==> src/verilog/gpx_pkg.sv <==
// Purpose: constants for the 16-bit two-wire gpio expander
// Assumes: 100 MHz system clock, bus pins oversampled
// Notes: register pointer values follow the command byte encoding
`default_nettype none
package gpx_pkg;
  // ****************************************
  // register pointers
  // ****************************************
  localparam logic [3:0] GPX_PTR_IN0 = 4'h0;
  localparam logic [3:0] GPX_PTR_IN1 = 4'h1;
  localparam logic [3:0] GPX_PTR_OUT0 = 4'h2;
  localparam logic [3:0] GPX_PTR_OUT1 = 4'h3;
  localparam logic [3:0] GPX_PTR_POL0 = 4'h4;
  localparam logic [3:0] GPX_PTR_POL1 = 4'h5;
  localparam logic [3:0] GPX_PTR_CFG0 = 4'h6;
  localparam logic [3:0] GPX_PTR_CFG1 = 4'h7;
  // ****************************************
  // reset values and address
  // ****************************************
  localparam logic [7:0] GPX_OUT_RST = 8'hFF;
  localparam logic [7:0] GPX_POL_RST = 8'h00;
  localparam logic [7:0] GPX_CFG_RST = 8'hFF;
  localparam logic [4:0] GPX_ADDR_BASE = 5'h1D;
  localparam int GPX_BIT_CNT = 8;
  localparam logic [3:0] GPX_BIT_LAST = 4'h7;
  // sync depth plus the capture edge before the engine may run
  localparam logic [1:0] GPX_SETTLE = 2'h3;
  // ****************************************
  // bus engine states (gray along main path)
  // ****************************************
  typedef enum logic [2:0] {
    GPX_IDLE = 3'h0,
    GPX_ADDR = 3'h1,
    GPX_AACK = 3'h3,
    GPX_WRX = 3'h2,
    GPX_WACK = 3'h6,
    GPX_RTX = 3'h7,
    GPX_RACK = 3'h5
  } gpx_st_t;
endpackage
`default_nettype wire

==> src/verilog/gpx_sync.sv <==
// Purpose: two-flop synchroniser bank for pin inputs
// Assumes: single clock domain clk
// Notes: first stage is read only by the second stage
`timescale 1ns/1ps
`default_nettype none
module gpx_sync #(
  parameter int W = 1
) (
  input wire logic clk,
  input wire logic rst_n,
  input wire logic [W-1:0] d,
  output logic [W-1:0] q
);
  typedef struct packed {
    logic [W-1:0] s1;
    logic [W-1:0] s2;
  } gpx_sync_t;
  gpx_sync_t st_r;
  gpx_sync_t st_nxt;
  always_comb begin
    st_nxt.s1 = d;
    st_nxt.s2 = st_r.s1;
  end
  always_ff @(posedge clk or negedge rst_n) begin
    if (!rst_n) begin
      st_r <= '0;
    end else begin
      st_r <= st_nxt;
    end
  end
  assign q = st_r.s2;
endmodule // gpx_sync
`default_nettype wire

==> src/verilog/gpx_top.sv <==
// Purpose: 16-bit gpio expander behind a two-wire bus target
// Assumes: scl/sda oversampled by clk; external pull-ups on open-drain lines
// Notes: rst_n combines power-on and the external reset pin
`timescale 1ns/1ps
`default_nettype none
module gpx_top
  import gpx_pkg::*;
(
  input wire logic clk,
  input wire logic rst_n,
  input wire logic scl_i,
  input wire logic sda_i,
  output logic sda_o,
  output logic sda_oe,
  input wire logic bus_addr_pin_lo,
  input wire logic bus_addr_pin_hi,
  input wire logic [7:0] lower_bank_io_i,
  output logic [7:0] lower_bank_io_o,
  output logic [7:0] lower_bank_io_oe,
  input wire logic [7:0] upper_bank_io_i,
  output logic [7:0] upper_bank_io_o,
  output logic [7:0] upper_bank_io_oe,
  output logic alert_n_o,
  output logic alert_n_oe
);
  // ****************************************
  // pin synchronisers
  // ****************************************
  // one bank for bus lines, pins and straps keeps their lag equal
  logic [19:0] raw;
  logic [19:0] syn;
  assign raw = {scl_i, sda_i, upper_bank_io_i, lower_bank_io_i,
                bus_addr_pin_hi, bus_addr_pin_lo};
  gpx_sync #(.W(20)) u_sync (
    .clk(clk),
    .rst_n(rst_n),
    .d(raw),
    .q(syn)
  );
  logic scl_s;
  logic sda_s;
  logic [15:0] pin_s;
  logic [1:0] addr_s;
  assign scl_s = syn[19];
  assign sda_s = syn[18];
  assign pin_s = syn[17:2];
  assign addr_s = syn[1:0];

  // ****************************************
  // state
  // ****************************************
  typedef struct packed {
    gpx_st_t st;
    logic scl_d;
    logic sda_d;
    logic [3:0] bcnt;
    logic [7:0] sh;
    logic rd;
    logic first;
    logic [3:0] ptr;
    logic [15:0] outv;
    logic [15:0] pol;
    logic [15:0] cfg;
    logic [15:0] inreg;
    logic sda_low;
    logic [1:0] addr;
    logic [1:0] settle;
  } gpx_state_t;
  gpx_state_t s_r;
  gpx_state_t s_nxt;

  logic scl_rise;
  logic scl_fall;
  logic start_c;
  logic stop_c;
  logic [15:0] in_now;
  logic [6:0] my_addr;
  logic settled;
  logic [7:0] rd_byte;
  assign scl_rise = scl_s & ~s_r.scl_d;
  assign scl_fall = ~scl_s & s_r.scl_d;
  assign start_c = scl_s & s_r.scl_d & s_r.sda_d & ~sda_s;
  assign stop_c = scl_s & s_r.scl_d & ~s_r.sda_d & sda_s;
  // polarity applies to the input register and the alert compare alike
  assign in_now = pin_s ^ s_r.pol;
  // engine and alert wait until straps and pins have crossed the
  // synchroniser; its reset value would otherwise look like bus edges
  assign settled = s_r.settle == GPX_SETTLE;
  assign my_addr = {GPX_ADDR_BASE, s_r.addr};

  function automatic logic [7:0] rd_mux(input logic [3:0] p,
                                        input logic [15:0] inv,
                                        input logic [15:0] o,
                                        input logic [15:0] pl,
                                        input logic [15:0] c);
    logic [7:0] v;
    v = 8'h00;
    unique case (p[2:0])
      3'h0: v = inv[7:0];
      3'h1: v = inv[15:8];
      3'h2: v = o[7:0];
      3'h3: v = o[15:8];
      3'h4: v = pl[7:0];
      3'h5: v = pl[15:8];
      3'h6: v = c[7:0];
      3'h7: v = c[15:8];
    endcase
    // unused pointers read back as zero
    if (p[3]) begin
      v = 8'h00;
    end
    return v;
  endfunction

  // input bytes report live levels, taken when the byte is loaded
  assign rd_byte = rd_mux(s_r.ptr, in_now, s_r.outv, s_r.pol, s_r.cfg);

  // ****************************************
  // bus engine and register file
  // ****************************************
  always_comb begin
    s_nxt = s_r;
    s_nxt.scl_d = scl_s;
    s_nxt.sda_d = sda_s;
    if (!settled) begin
      s_nxt.settle = s_r.settle + 2'h1;
      s_nxt.addr = addr_s;
      // register starts equal to the pins, so no alert follows reset
      s_nxt.inreg = in_now;
    end else if (start_c) begin
      // a repeated start restarts address decode mid-frame
      s_nxt.st = GPX_ADDR;
      s_nxt.bcnt = 4'h0;
      s_nxt.sda_low = 1'b0;
    end else if (stop_c) begin
      // stop ends the frame even in the middle of a byte
      s_nxt.st = GPX_IDLE;
      s_nxt.sda_low = 1'b0;
    end else begin
      unique case (s_r.st)
        GPX_IDLE: begin
          // idle ignores everything but a start
          s_nxt.sda_low = 1'b0;
        end
        GPX_ADDR, GPX_WRX: begin
          if (scl_rise) begin
            s_nxt.sh = {s_r.sh[6:0], sda_s};
            s_nxt.bcnt = s_r.bcnt + 4'h1;
          end
          if (scl_fall && s_r.bcnt == 4'(GPX_BIT_CNT)) begin
            s_nxt.bcnt = 4'h0;
            if (s_r.st == GPX_ADDR) begin
              if (s_r.sh[7:1] == my_addr) begin
                s_nxt.rd = s_r.sh[0];
                s_nxt.first = ~s_r.sh[0];
                s_nxt.sda_low = 1'b1;
                s_nxt.st = GPX_AACK;
              end else begin
                // not ours: stay off the bus until the next start
                s_nxt.st = GPX_IDLE;
              end
            end else begin
              // ack is pulled from the fall after the eighth bit
              s_nxt.sda_low = 1'b1;
              s_nxt.st = GPX_WACK;
              if (s_r.first) begin
                s_nxt.ptr = s_r.sh[3:0];
                s_nxt.first = 1'b0;
              end else begin
                unique case (s_r.ptr)
                  GPX_PTR_OUT0: s_nxt.outv[7:0] = s_r.sh;
                  GPX_PTR_OUT1: s_nxt.outv[15:8] = s_r.sh;
                  GPX_PTR_POL0: s_nxt.pol[7:0] = s_r.sh;
                  GPX_PTR_POL1: s_nxt.pol[15:8] = s_r.sh;
                  GPX_PTR_CFG0: s_nxt.cfg[7:0] = s_r.sh;
                  GPX_PTR_CFG1: s_nxt.cfg[15:8] = s_r.sh;
                  // input registers and pointers 8 to F drop writes
                  default: ;
                endcase
                // pair auto-toggles within its register pair
                s_nxt.ptr = {s_r.ptr[3:1], ~s_r.ptr[0]};
              end
            end
          end
        end
        GPX_AACK, GPX_WACK: begin
          if (scl_fall) begin
            // release the ack; a read loads its first byte
            s_nxt.sda_low = 1'b0;
            if (s_r.rd) begin
              s_nxt.sh = rd_byte;
              // first bit goes out on the fall and stands the high phase
              s_nxt.sda_low = ~rd_byte[7];
              s_nxt.bcnt = 4'h0;
              s_nxt.st = GPX_RTX;
            end else begin
              s_nxt.st = GPX_WRX;
            end
          end
        end
        GPX_RTX: begin
          if (scl_fall) begin
            if (s_r.bcnt == GPX_BIT_LAST) begin
              s_nxt.sda_low = 1'b0;
              s_nxt.st = GPX_RACK;
            end else begin
              // next bit is set up on the fall, read by the master on rise
              s_nxt.sh = {s_r.sh[6:0], 1'b0};
              s_nxt.sda_low = ~s_r.sh[6];
              s_nxt.bcnt = s_r.bcnt + 4'h1;
            end
          end
        end
        GPX_RACK: begin
          if (scl_rise) begin
            // input read refreshes register
            // a level change between byte load and ack raises the alert only until
            // the ack refreshes the register; the master has to poll to see it
            if (s_r.ptr[3:1] == 3'h0) begin
              if (s_r.ptr[0]) begin
                s_nxt.inreg[15:8] = in_now[15:8];
              end else begin
                s_nxt.inreg[7:0] = in_now[7:0];
              end
            end
            // an ack goes on with the other register of the pair
            s_nxt.ptr = {s_r.ptr[3:1], ~s_r.ptr[0]};
            if (sda_s) begin
              s_nxt.st = GPX_IDLE;
            end else begin
              s_nxt.st = GPX_AACK;
            end
          end
        end
        default: s_nxt.st = GPX_IDLE;
      endcase
    end
  end

  always_ff @(posedge clk or negedge rst_n) begin
    if (!rst_n) begin
      s_r <= '0;
      s_r.scl_d <= 1'b1;
      s_r.sda_d <= 1'b1;
      s_r.outv <= {GPX_OUT_RST, GPX_OUT_RST};
      s_r.pol <= {GPX_POL_RST, GPX_POL_RST};
      s_r.cfg <= {GPX_CFG_RST, GPX_CFG_RST};
    end else begin
      s_r <= s_nxt;
    end
  end

  // ****************************************
  // pins
  // ****************************************
  assign sda_o = 1'b0;
  assign sda_oe = s_r.sda_low;

  logic [1:0][7:0] bank_o;
  logic [1:0][7:0] bank_oe;
  // enables come straight from flops, steady from reset
  // bank b, pin n is register bit 8*b+n
  for (genvar b = 0; b < 2; b++) begin : g_bank
    assign bank_o[b] = s_r.outv[8*b +: 8];
    assign bank_oe[b] = ~s_r.cfg[8*b +: 8];
  end
  assign lower_bank_io_o = bank_o[0];
  assign upper_bank_io_o = bank_o[1];
  assign lower_bank_io_oe = bank_oe[0];
  assign upper_bank_io_oe = bank_oe[1];

  // clears when levels match
  // kept quiet while the synchroniser settles after reset
  assign alert_n_o = 1'b0;
  assign alert_n_oe = settled & (|(in_now ^ s_r.inreg));
endmodule // gpx_top
`default_nettype wire

==> config.mk <==
export PLATFORM = sky130hd
export DESIGN_NAME = gpx_top
export DESIGN_NICKNAME = d
export VERILOG_FILES = /design/src/verilog/gpx_pkg.sv /design/src/verilog/gpx_sync.sv /design/src/verilog/gpx_top.sv
export SDC_FILE = /design/constraint.sdc
export NUM_CORES = 1
export LEC_CHECK = 0
export ABC_AREA = 1
export BUFFER_PORTS_ARGS = -buffer_cell sky130_fd_sc_hd__buf_4
export CORE_MARGIN = 2
export CORE_UTILIZATION = 55
export DETAILED_ROUTE_END_ITERATION = 10
export PLACE_DENSITY = 0.76
export SLEW_MARGIN = 15
export SYNTH_ARGS = -nofsm -noshare
export SYNTH_HDL_FRONTEND = slang
export SYNTH_HIERARCHICAL = 1
export SYNTH_SLANG_ARGS = --single-unit
==> constraint.sdc <==
create_clock -name clk -period 1.8 [get_ports clk]
set_input_delay 0.09 -clock clk [delete_from_list [all_inputs] [get_ports clk]]
set_output_delay 0.09 -clock clk [all_outputs]
set_load 0.005 [all_outputs]
# Word-level counts from Yosys, hierarchy flattened

Index checks and enable logic that the tools add are counted.

Add/sub/neg operators: 2
$mul: 0
Div/mod/pow operators: 0
Magnitude comparators: 0
Equal/unequal tests: 52
Shift operators: 0
Multiplexer cells: 63
Bitwise gates (word level): 25
Reductions and logical operators: 27

Operators by type and width:

| cell                                                 | number |
|---|---|
| two-way mux 48 bit                                   | 2 |
| two-way mux 82 bit                                   | 1 |
| two-way mux 16 bit                                   | 5 |
| two-way mux 8 bit                                    | 9 |
| case mux 8 bit (8 select lines)                      | 1 |
| AND reduction 8 bit                                  | 8 |
| two-way mux 12 bit                                   | 5 |
| two-way mux 54 bit                                   | 1 |
| two-way mux 52 bit                                   | 1 |
| case mux 12 bit (3 select lines)                     | 1 |
| XOR 16 bit                                           | 2 |
| inequality test 2 bit (second input constant)        | 14 |
| two-way mux 3 bit                                    | 9 |
| inequality test 4 bit (second input constant)        | 6 |
| AND reduction 6 bit                                  | 4 |
| equality test 3 bit (second input constant)          | 7 |
| AND reduction 7 bit                                  | 3 |
| equality test 4 x 3 -> 1 bit (second input constant) | 5 |
| two-way mux 2 bit                                    | 10 |
| NOT 8 bit                                            | 2 |
| OR reduction 16 bit                                  | 1 |
| inequality test 3 bit (second input constant)        | 5 |
| case mux 3 bit (5 select lines)                      | 1 |
| NOT 1 bit                                            | 13 |
| other kinds (24)                                     | 53 |

Register bits after elaboration: 132
Bits in latches: 0
RAM bits: 0
Bits in read-only memories: 0
Output and inout port bits: 36
Word-level logic and storage cells: 191
Memories kept: 0

# Longest topological paths before layout

Depth in word-level cells: 14
Mapped depth: 13
Depth with buffers taken out: 12

# By module

The synthesis kept the hierarchy.

Modules (own cells, without submodules):

| module   | times used | cells each | area an instance (µm²) | seq. area each (µm²) |
|---|---|---|---|---|
| gpx_top  | 1          | 803        | 5763.0                 | 2344.7 |
| gpx_sync | 1          | 40         | 1001.0                 | 1001.0 |

# Worst setup path after synthesis

Ideal clock, no wire load.

Path type: flip-flop to flip-flop
Start: reg s_r[83] (netlist name)
End: reg s_r[43] (netlist name)
Setup time: 0.117 ns
Arrival time: 1.486 ns
Data required time: 1.683 ns
Path slack: 0.198 ns
Cell stages (with the launch flop): 10
Path buffers: 1
Clock period less this slack: 1.602 ns
Path through: dfrtp_1 -> inv_1 -> ha_1 -> nand3_1 -> nor2_1 -> nand3_1 -> or3_1 -> buf_2 -> nand2_1 -> nand2_1

Longest elaborated chain between the ends: 3

Ends and longest elaborated chain:

| item                                 | RTL line       | text |
|---|---|---|
| from (decl)                          | gpx_top.sv:69  | `gpx_state_t s_r;` |
| from (signal assigned)               | gpx_top.sv:249 | `s_r <= s_nxt;` |
| equality test 4 bit                  | gpx_top.sv:150 | `if (scl_fall && s_r.bcnt == 4'(GPX_BIT_CNT)) begin` |
| logical AND 1 bit                    | gpx_top.sv:150 |  |
| AND reduction 8 bit (no source line) | n/a            |  |

No other way between the ends.
A chain may end at the register's enable or synchronous reset.

# Final worst setup path

Start: reg s_r[44] (netlist name)
End: out alert_n_oe

Longest elaborated chain between the ends: 4

Ends and longest elaborated chain:

| item                | RTL line       | text |
|---|---|---|
| XOR 16 bit          | gpx_top.sv:85  | `assign in_now = pin_s ^ s_r.pol;` |
| XOR 16 bit          | gpx_top.sv:275 | `assign alert_n_oe = settled & (\|(in_now ^ s_r.inreg));` |
| OR reduction 16 bit | gpx_top.sv:275 |  |
| AND 1 bit           | gpx_top.sv:275 |  |
| to (decl)           | gpx_top.sv:24  | `output logic alert_n_oe` |

No other way between the ends.

==> flow_metrics.tcl <==
set metrics [dict create \
    worstPathMaxFanout 2 \
    synth_enable_flop_cells 0 \
    fillers 878 \
    maxClockFrequency_mhz 520.2 \
    finalCritPeriodShare_pct 106.8 \
    finalWeightedCongestion 0.9876 \
    pwr_density_cell_mw_per_mm2 1023 \
    post-synth-top-count-cell "sky130_fd_sc_hd__nand2_1" \
    fin_hold_ws_ps 174.4 \
    status "finished, violations left" \
    detail_route.first_pass.iterations 6 \
    async_reset_ff_share_pct 100.0 \
    globalRouteOverflowTotal 0 \
    cts-root-buf "sky130_fd_sc_hd__clkbuf_16" \
    grt_pass1_wl_mm 29.55 \
    netlist-cell-type-count 40 \
    mappedNetlistArea_sq_mm 0.006764 \
    die_h_um 114.9 \
    worst_max_slew_margin_expressed_relative_to_the_limit_pct 61.23 \
    worst_pin_slew_ps 579.4 \
    die-area_sq_mm 0.01320 \
    worst_clock_skew_ps 6.615 \
    post-synth-top-area-fraction_pct 36.26 \
    hold_viol_final 0 \
    critical_path_class "register to output port" \
    arrival_ps 1830 \
    synth.area.top_cells "sky130_fd_sc_hd__dfrtp_1 (36%), sky130_fd_sc_hd__nand2_1 (14%), sky130_fd_sc_hd__dfstp_2 (13%)" \
    final_layout_size_suffix_gt1_share_pct 31.72 \
    antenna_found_initial 0 \
    clkSinkCount 132 \
    crit_path_top_delay_cell "sky130_fd_sc_hd__dfrtp_1" \
    fin_tns_setup_ps -140.5 \
    n_antenna_cell 0 \
    core_region_area_sq_mm 0.01201 \
    ys_seq_elements 132 \
    rsz0062_at_grt "yes" \
    initial_utilization_pct 56.31 \
    die_w_um 114.9 \
    drt-wirelength-per-cell_um 17.06 \
    yosysTopAreaCell "sky130_fd_sc_hd__dfrtp_1" \
    clock_buffer_depth 2 \
    drt_wl_total_mm 19.45 \
    worstHoldPathType "input port to asynchronous set/reset pin" \
    worstSetupEndpointType "output port" \
    htreeDepth 4 \
    number_of_maximum_capacitance_violations 0 \
    nets 1005 \
    route.antenna.remaining_nets 0 \
    cts-buffers-inserted 17 \
    clkLatencyLatePin_ps 420 \
    setup_ws_ps -122.4 \
    violations "negative setup slack" \
    rows 40 \
    yosysWarnings 6 \
    numPortBuffers 55 \
    grt_max_degree 49 \
    vias_per_cell 5.468 \
    top_level_i_o_count 58 \
    dr.first_iter.drc_count 616 \
    clk_pin_slew_worst_paths_ps 60 \
    critical_path_startpoint_category "register" \
    drc 0 \
    required_ps 1710 \
    power.ir.vdd_worst_mv 0.8283 \
    layout-area-overhead-vs-synth_pct 32.85 \
    synth_common_cells "sky130_fd_sc_hd__nand2_1 (252), sky130_fd_sc_hd__dfrtp_1 (98), sky130_fd_sc_hd__nor2_1 (93)" \
    setup_violations 3 \
    grtUsageTotal_pct 29.53 \
    mean_area_per_synthesized_cell_sq_um 8.024 \
    tritoncts "built" \
    synth_flop_type "sky130_fd_sc_hd__dfrtp_1" \
    drv_slew 0 \
    leakagePower_nw 4.232 \
    hpwlAfterDp_mm 12.86 \
    synth_cells 843 \
    sequential_element_share_of_the_synthesized_area_pct 49.46 \
    route.vias.total 6233 \
    crit_path_cell_trace "xnor2_2, buf_4, nand2_2, nand3_2, nor2_2, nand2_2, nor2_4, nor2_2, buf_4" \
    grt_pass1_vias 5689 \
    final_worst_path_period_need_ps 1922 \
    critPathMaxStageDelay_ps 420 \
]
==> cell type report <==
cell class / instances / area, sq um / share of cell area, %
clock inverters: 8 / 81.33 / 0.9050
multi-input cells: 581 / 3174 / 35.32
clock buffers: 24 / 545.5 / 6.071
flip-flops and latches: 132 / 3364 / 37.44
repair buffers: 154 / 1274 / 14.17
inverters: 94 / 362.8 / 4.038
well taps: 147 / 183.9 / 2.047
==> worst paths after layout <==
kind / start / end / slack (ps) / cells past startpoint
max in group asynchronous: rst_n / bank_o[12]$_DFFE_PN1P_ / 960 / 3
max: s_r[44]$_DFFE_PN0P_ / alert_n_oe / -120 / 9
min: rst_n / u_sync/st_nxt[16]$_DFF_PN0_ / 170 / 2
min in group clk: upper_bank_io_i[6] / u_sync/st_nxt[16]$_DFF_PN0_ / 320 / 2
max reg2reg: s_r[90]$_DFFE_PN0P_ / s_r[50]$_DFFE_PN0P_ / -20 / 9
min reg2reg: u_sync/st_nxt[18]$_DFF_PN0_ / u_sync/q[18]$_DFF_PN0_ / 350 / 0
==> cell families (layout without fill, tap and decap cells) <==
kind of cell	Yosys count	after routing	synth area share, %
other	1	2	0.05544
AOI/OAI and AO/OA	100	100	7.732
DFF	132	132	49.46
xor gates and xnor gates	26	26	3.367
buffers and inverters	133	280	9.415
and+or+nand+nor	448	450	29.41
adders and majority gates	3	3	0.5550
==> per-layer routing <==
layer | track usage [%] | routed length [um]
met4 | 9.639 | 641
met2 | 48.55 | 9405
met3 | 5.957 | 1493
met5 | 0 | 0
met1 | 39.57 | 7909
==> state kept, by name, indices dropped and copies added, names as in the netlist <==
name,flops
sda_oe,1
bank_o,16
s_r,73
u_sync/st_nxt,20
u_sync/q,20
my_addr,2
==> per-stage QoR <==
| step | cell area [sq um] | util, % | setup WS [ps] | cells | power (W) |
|---|---|---|---|---|---|
| after floorplan | 6768 | - | 197.8 | 844 | 0.004578 |
| after global placement | 7427 | 61.83 | 32.42 | 1047 | 0.005289 |
| after detailed placement | 7427 | 61.83 | -1.046 | 1047 | 0.005321 |
| after CTS | 8431 | 70.19 | -112.5 | 1111 | 0.008984 |
| after global routing | 8986 | 74.81 | -223.8 | 1140 | 0.009586 |
| final | 8986 | 74.81 | -122.4 | 1140 | 0.009193 |
==> worst max-delay path, delay by kind of cell, from the launching register on <==
| family | cells | cell delay (ps) |
|---|---|---|
| simple gates | 6 | 540 |
| flops | 1 | 420 |
| buf+inv | 2 | 280 |
| xor+xnor | 1 | 160 |
==> power breakdown <==
| part | internal (W) | switching [W] | leakage, nW | total [W] |
|---|---|---|---|---|
| sequential | 0.00327 | 0.000366 | 1.53 | 0.00364 |
| clock | 0.00227 | 0.00132 | 0.313 | 0.00359 |
| combinational | 0.000759 | 0.00120 | 2.39 | 0.00196 |
| total | 0.00630 | 0.00289 | 4.23 | 0.00919 |
==> placed cells by master (no fill, tap or decap), types with 3 or more instances in the layout <==
cell type and instances:
sky130_fd_sc_hd__a21oi_1 19, sky130_fd_sc_hd__a21oi_2 6, sky130_fd_sc_hd__buf_12 4, sky130_fd_sc_hd__buf_4 125
sky130_fd_sc_hd__buf_6 4, sky130_fd_sc_hd__clkbuf_16 20, sky130_fd_sc_hd__clkbuf_8 3, sky130_fd_sc_hd__dfrtp_1 83
sky130_fd_sc_hd__dfrtp_2 15, sky130_fd_sc_hd__dfstp_2 34, sky130_fd_sc_hd__dlygate4sd3_1 21, sky130_fd_sc_hd__ha_1 3
sky130_fd_sc_hd__inv_1 86, sky130_fd_sc_hd__inv_2 5, sky130_fd_sc_hd__inv_4 3, sky130_fd_sc_hd__inv_6 3
sky130_fd_sc_hd__nand2_1 239, sky130_fd_sc_hd__nand2_2 15, sky130_fd_sc_hd__nand2_4 3, sky130_fd_sc_hd__nand3_1 51
sky130_fd_sc_hd__nand3_2 5, sky130_fd_sc_hd__nand3_4 5, sky130_fd_sc_hd__nand4_1 12, sky130_fd_sc_hd__nor2_1 66
sky130_fd_sc_hd__nor2_2 20, sky130_fd_sc_hd__nor2_4 17, sky130_fd_sc_hd__nor3_1 5, sky130_fd_sc_hd__o21ai_0 51
sky130_fd_sc_hd__o21ai_1 17, sky130_fd_sc_hd__o31ai_1 3, sky130_fd_sc_hd__xnor2_1 11, sky130_fd_sc_hd__xnor2_2 3
sky130_fd_sc_hd__xor2_1 3, sky130_fd_sc_hd__xor2_2 8
==> what timing repair did <==
action / 4_1_cts / 5_1_grt
endpoints found under the setup margin: 8 / 66
pin swaps: 10 / 26
gates cloned: 0 / 3
hold endpoints to repair: 104 / 0
hold buffers: 21 / 0
gates resized for setup: 22 / 89
setup buffers: 11 / 26
Note: power is estimated with default switching activity, not from simulation.
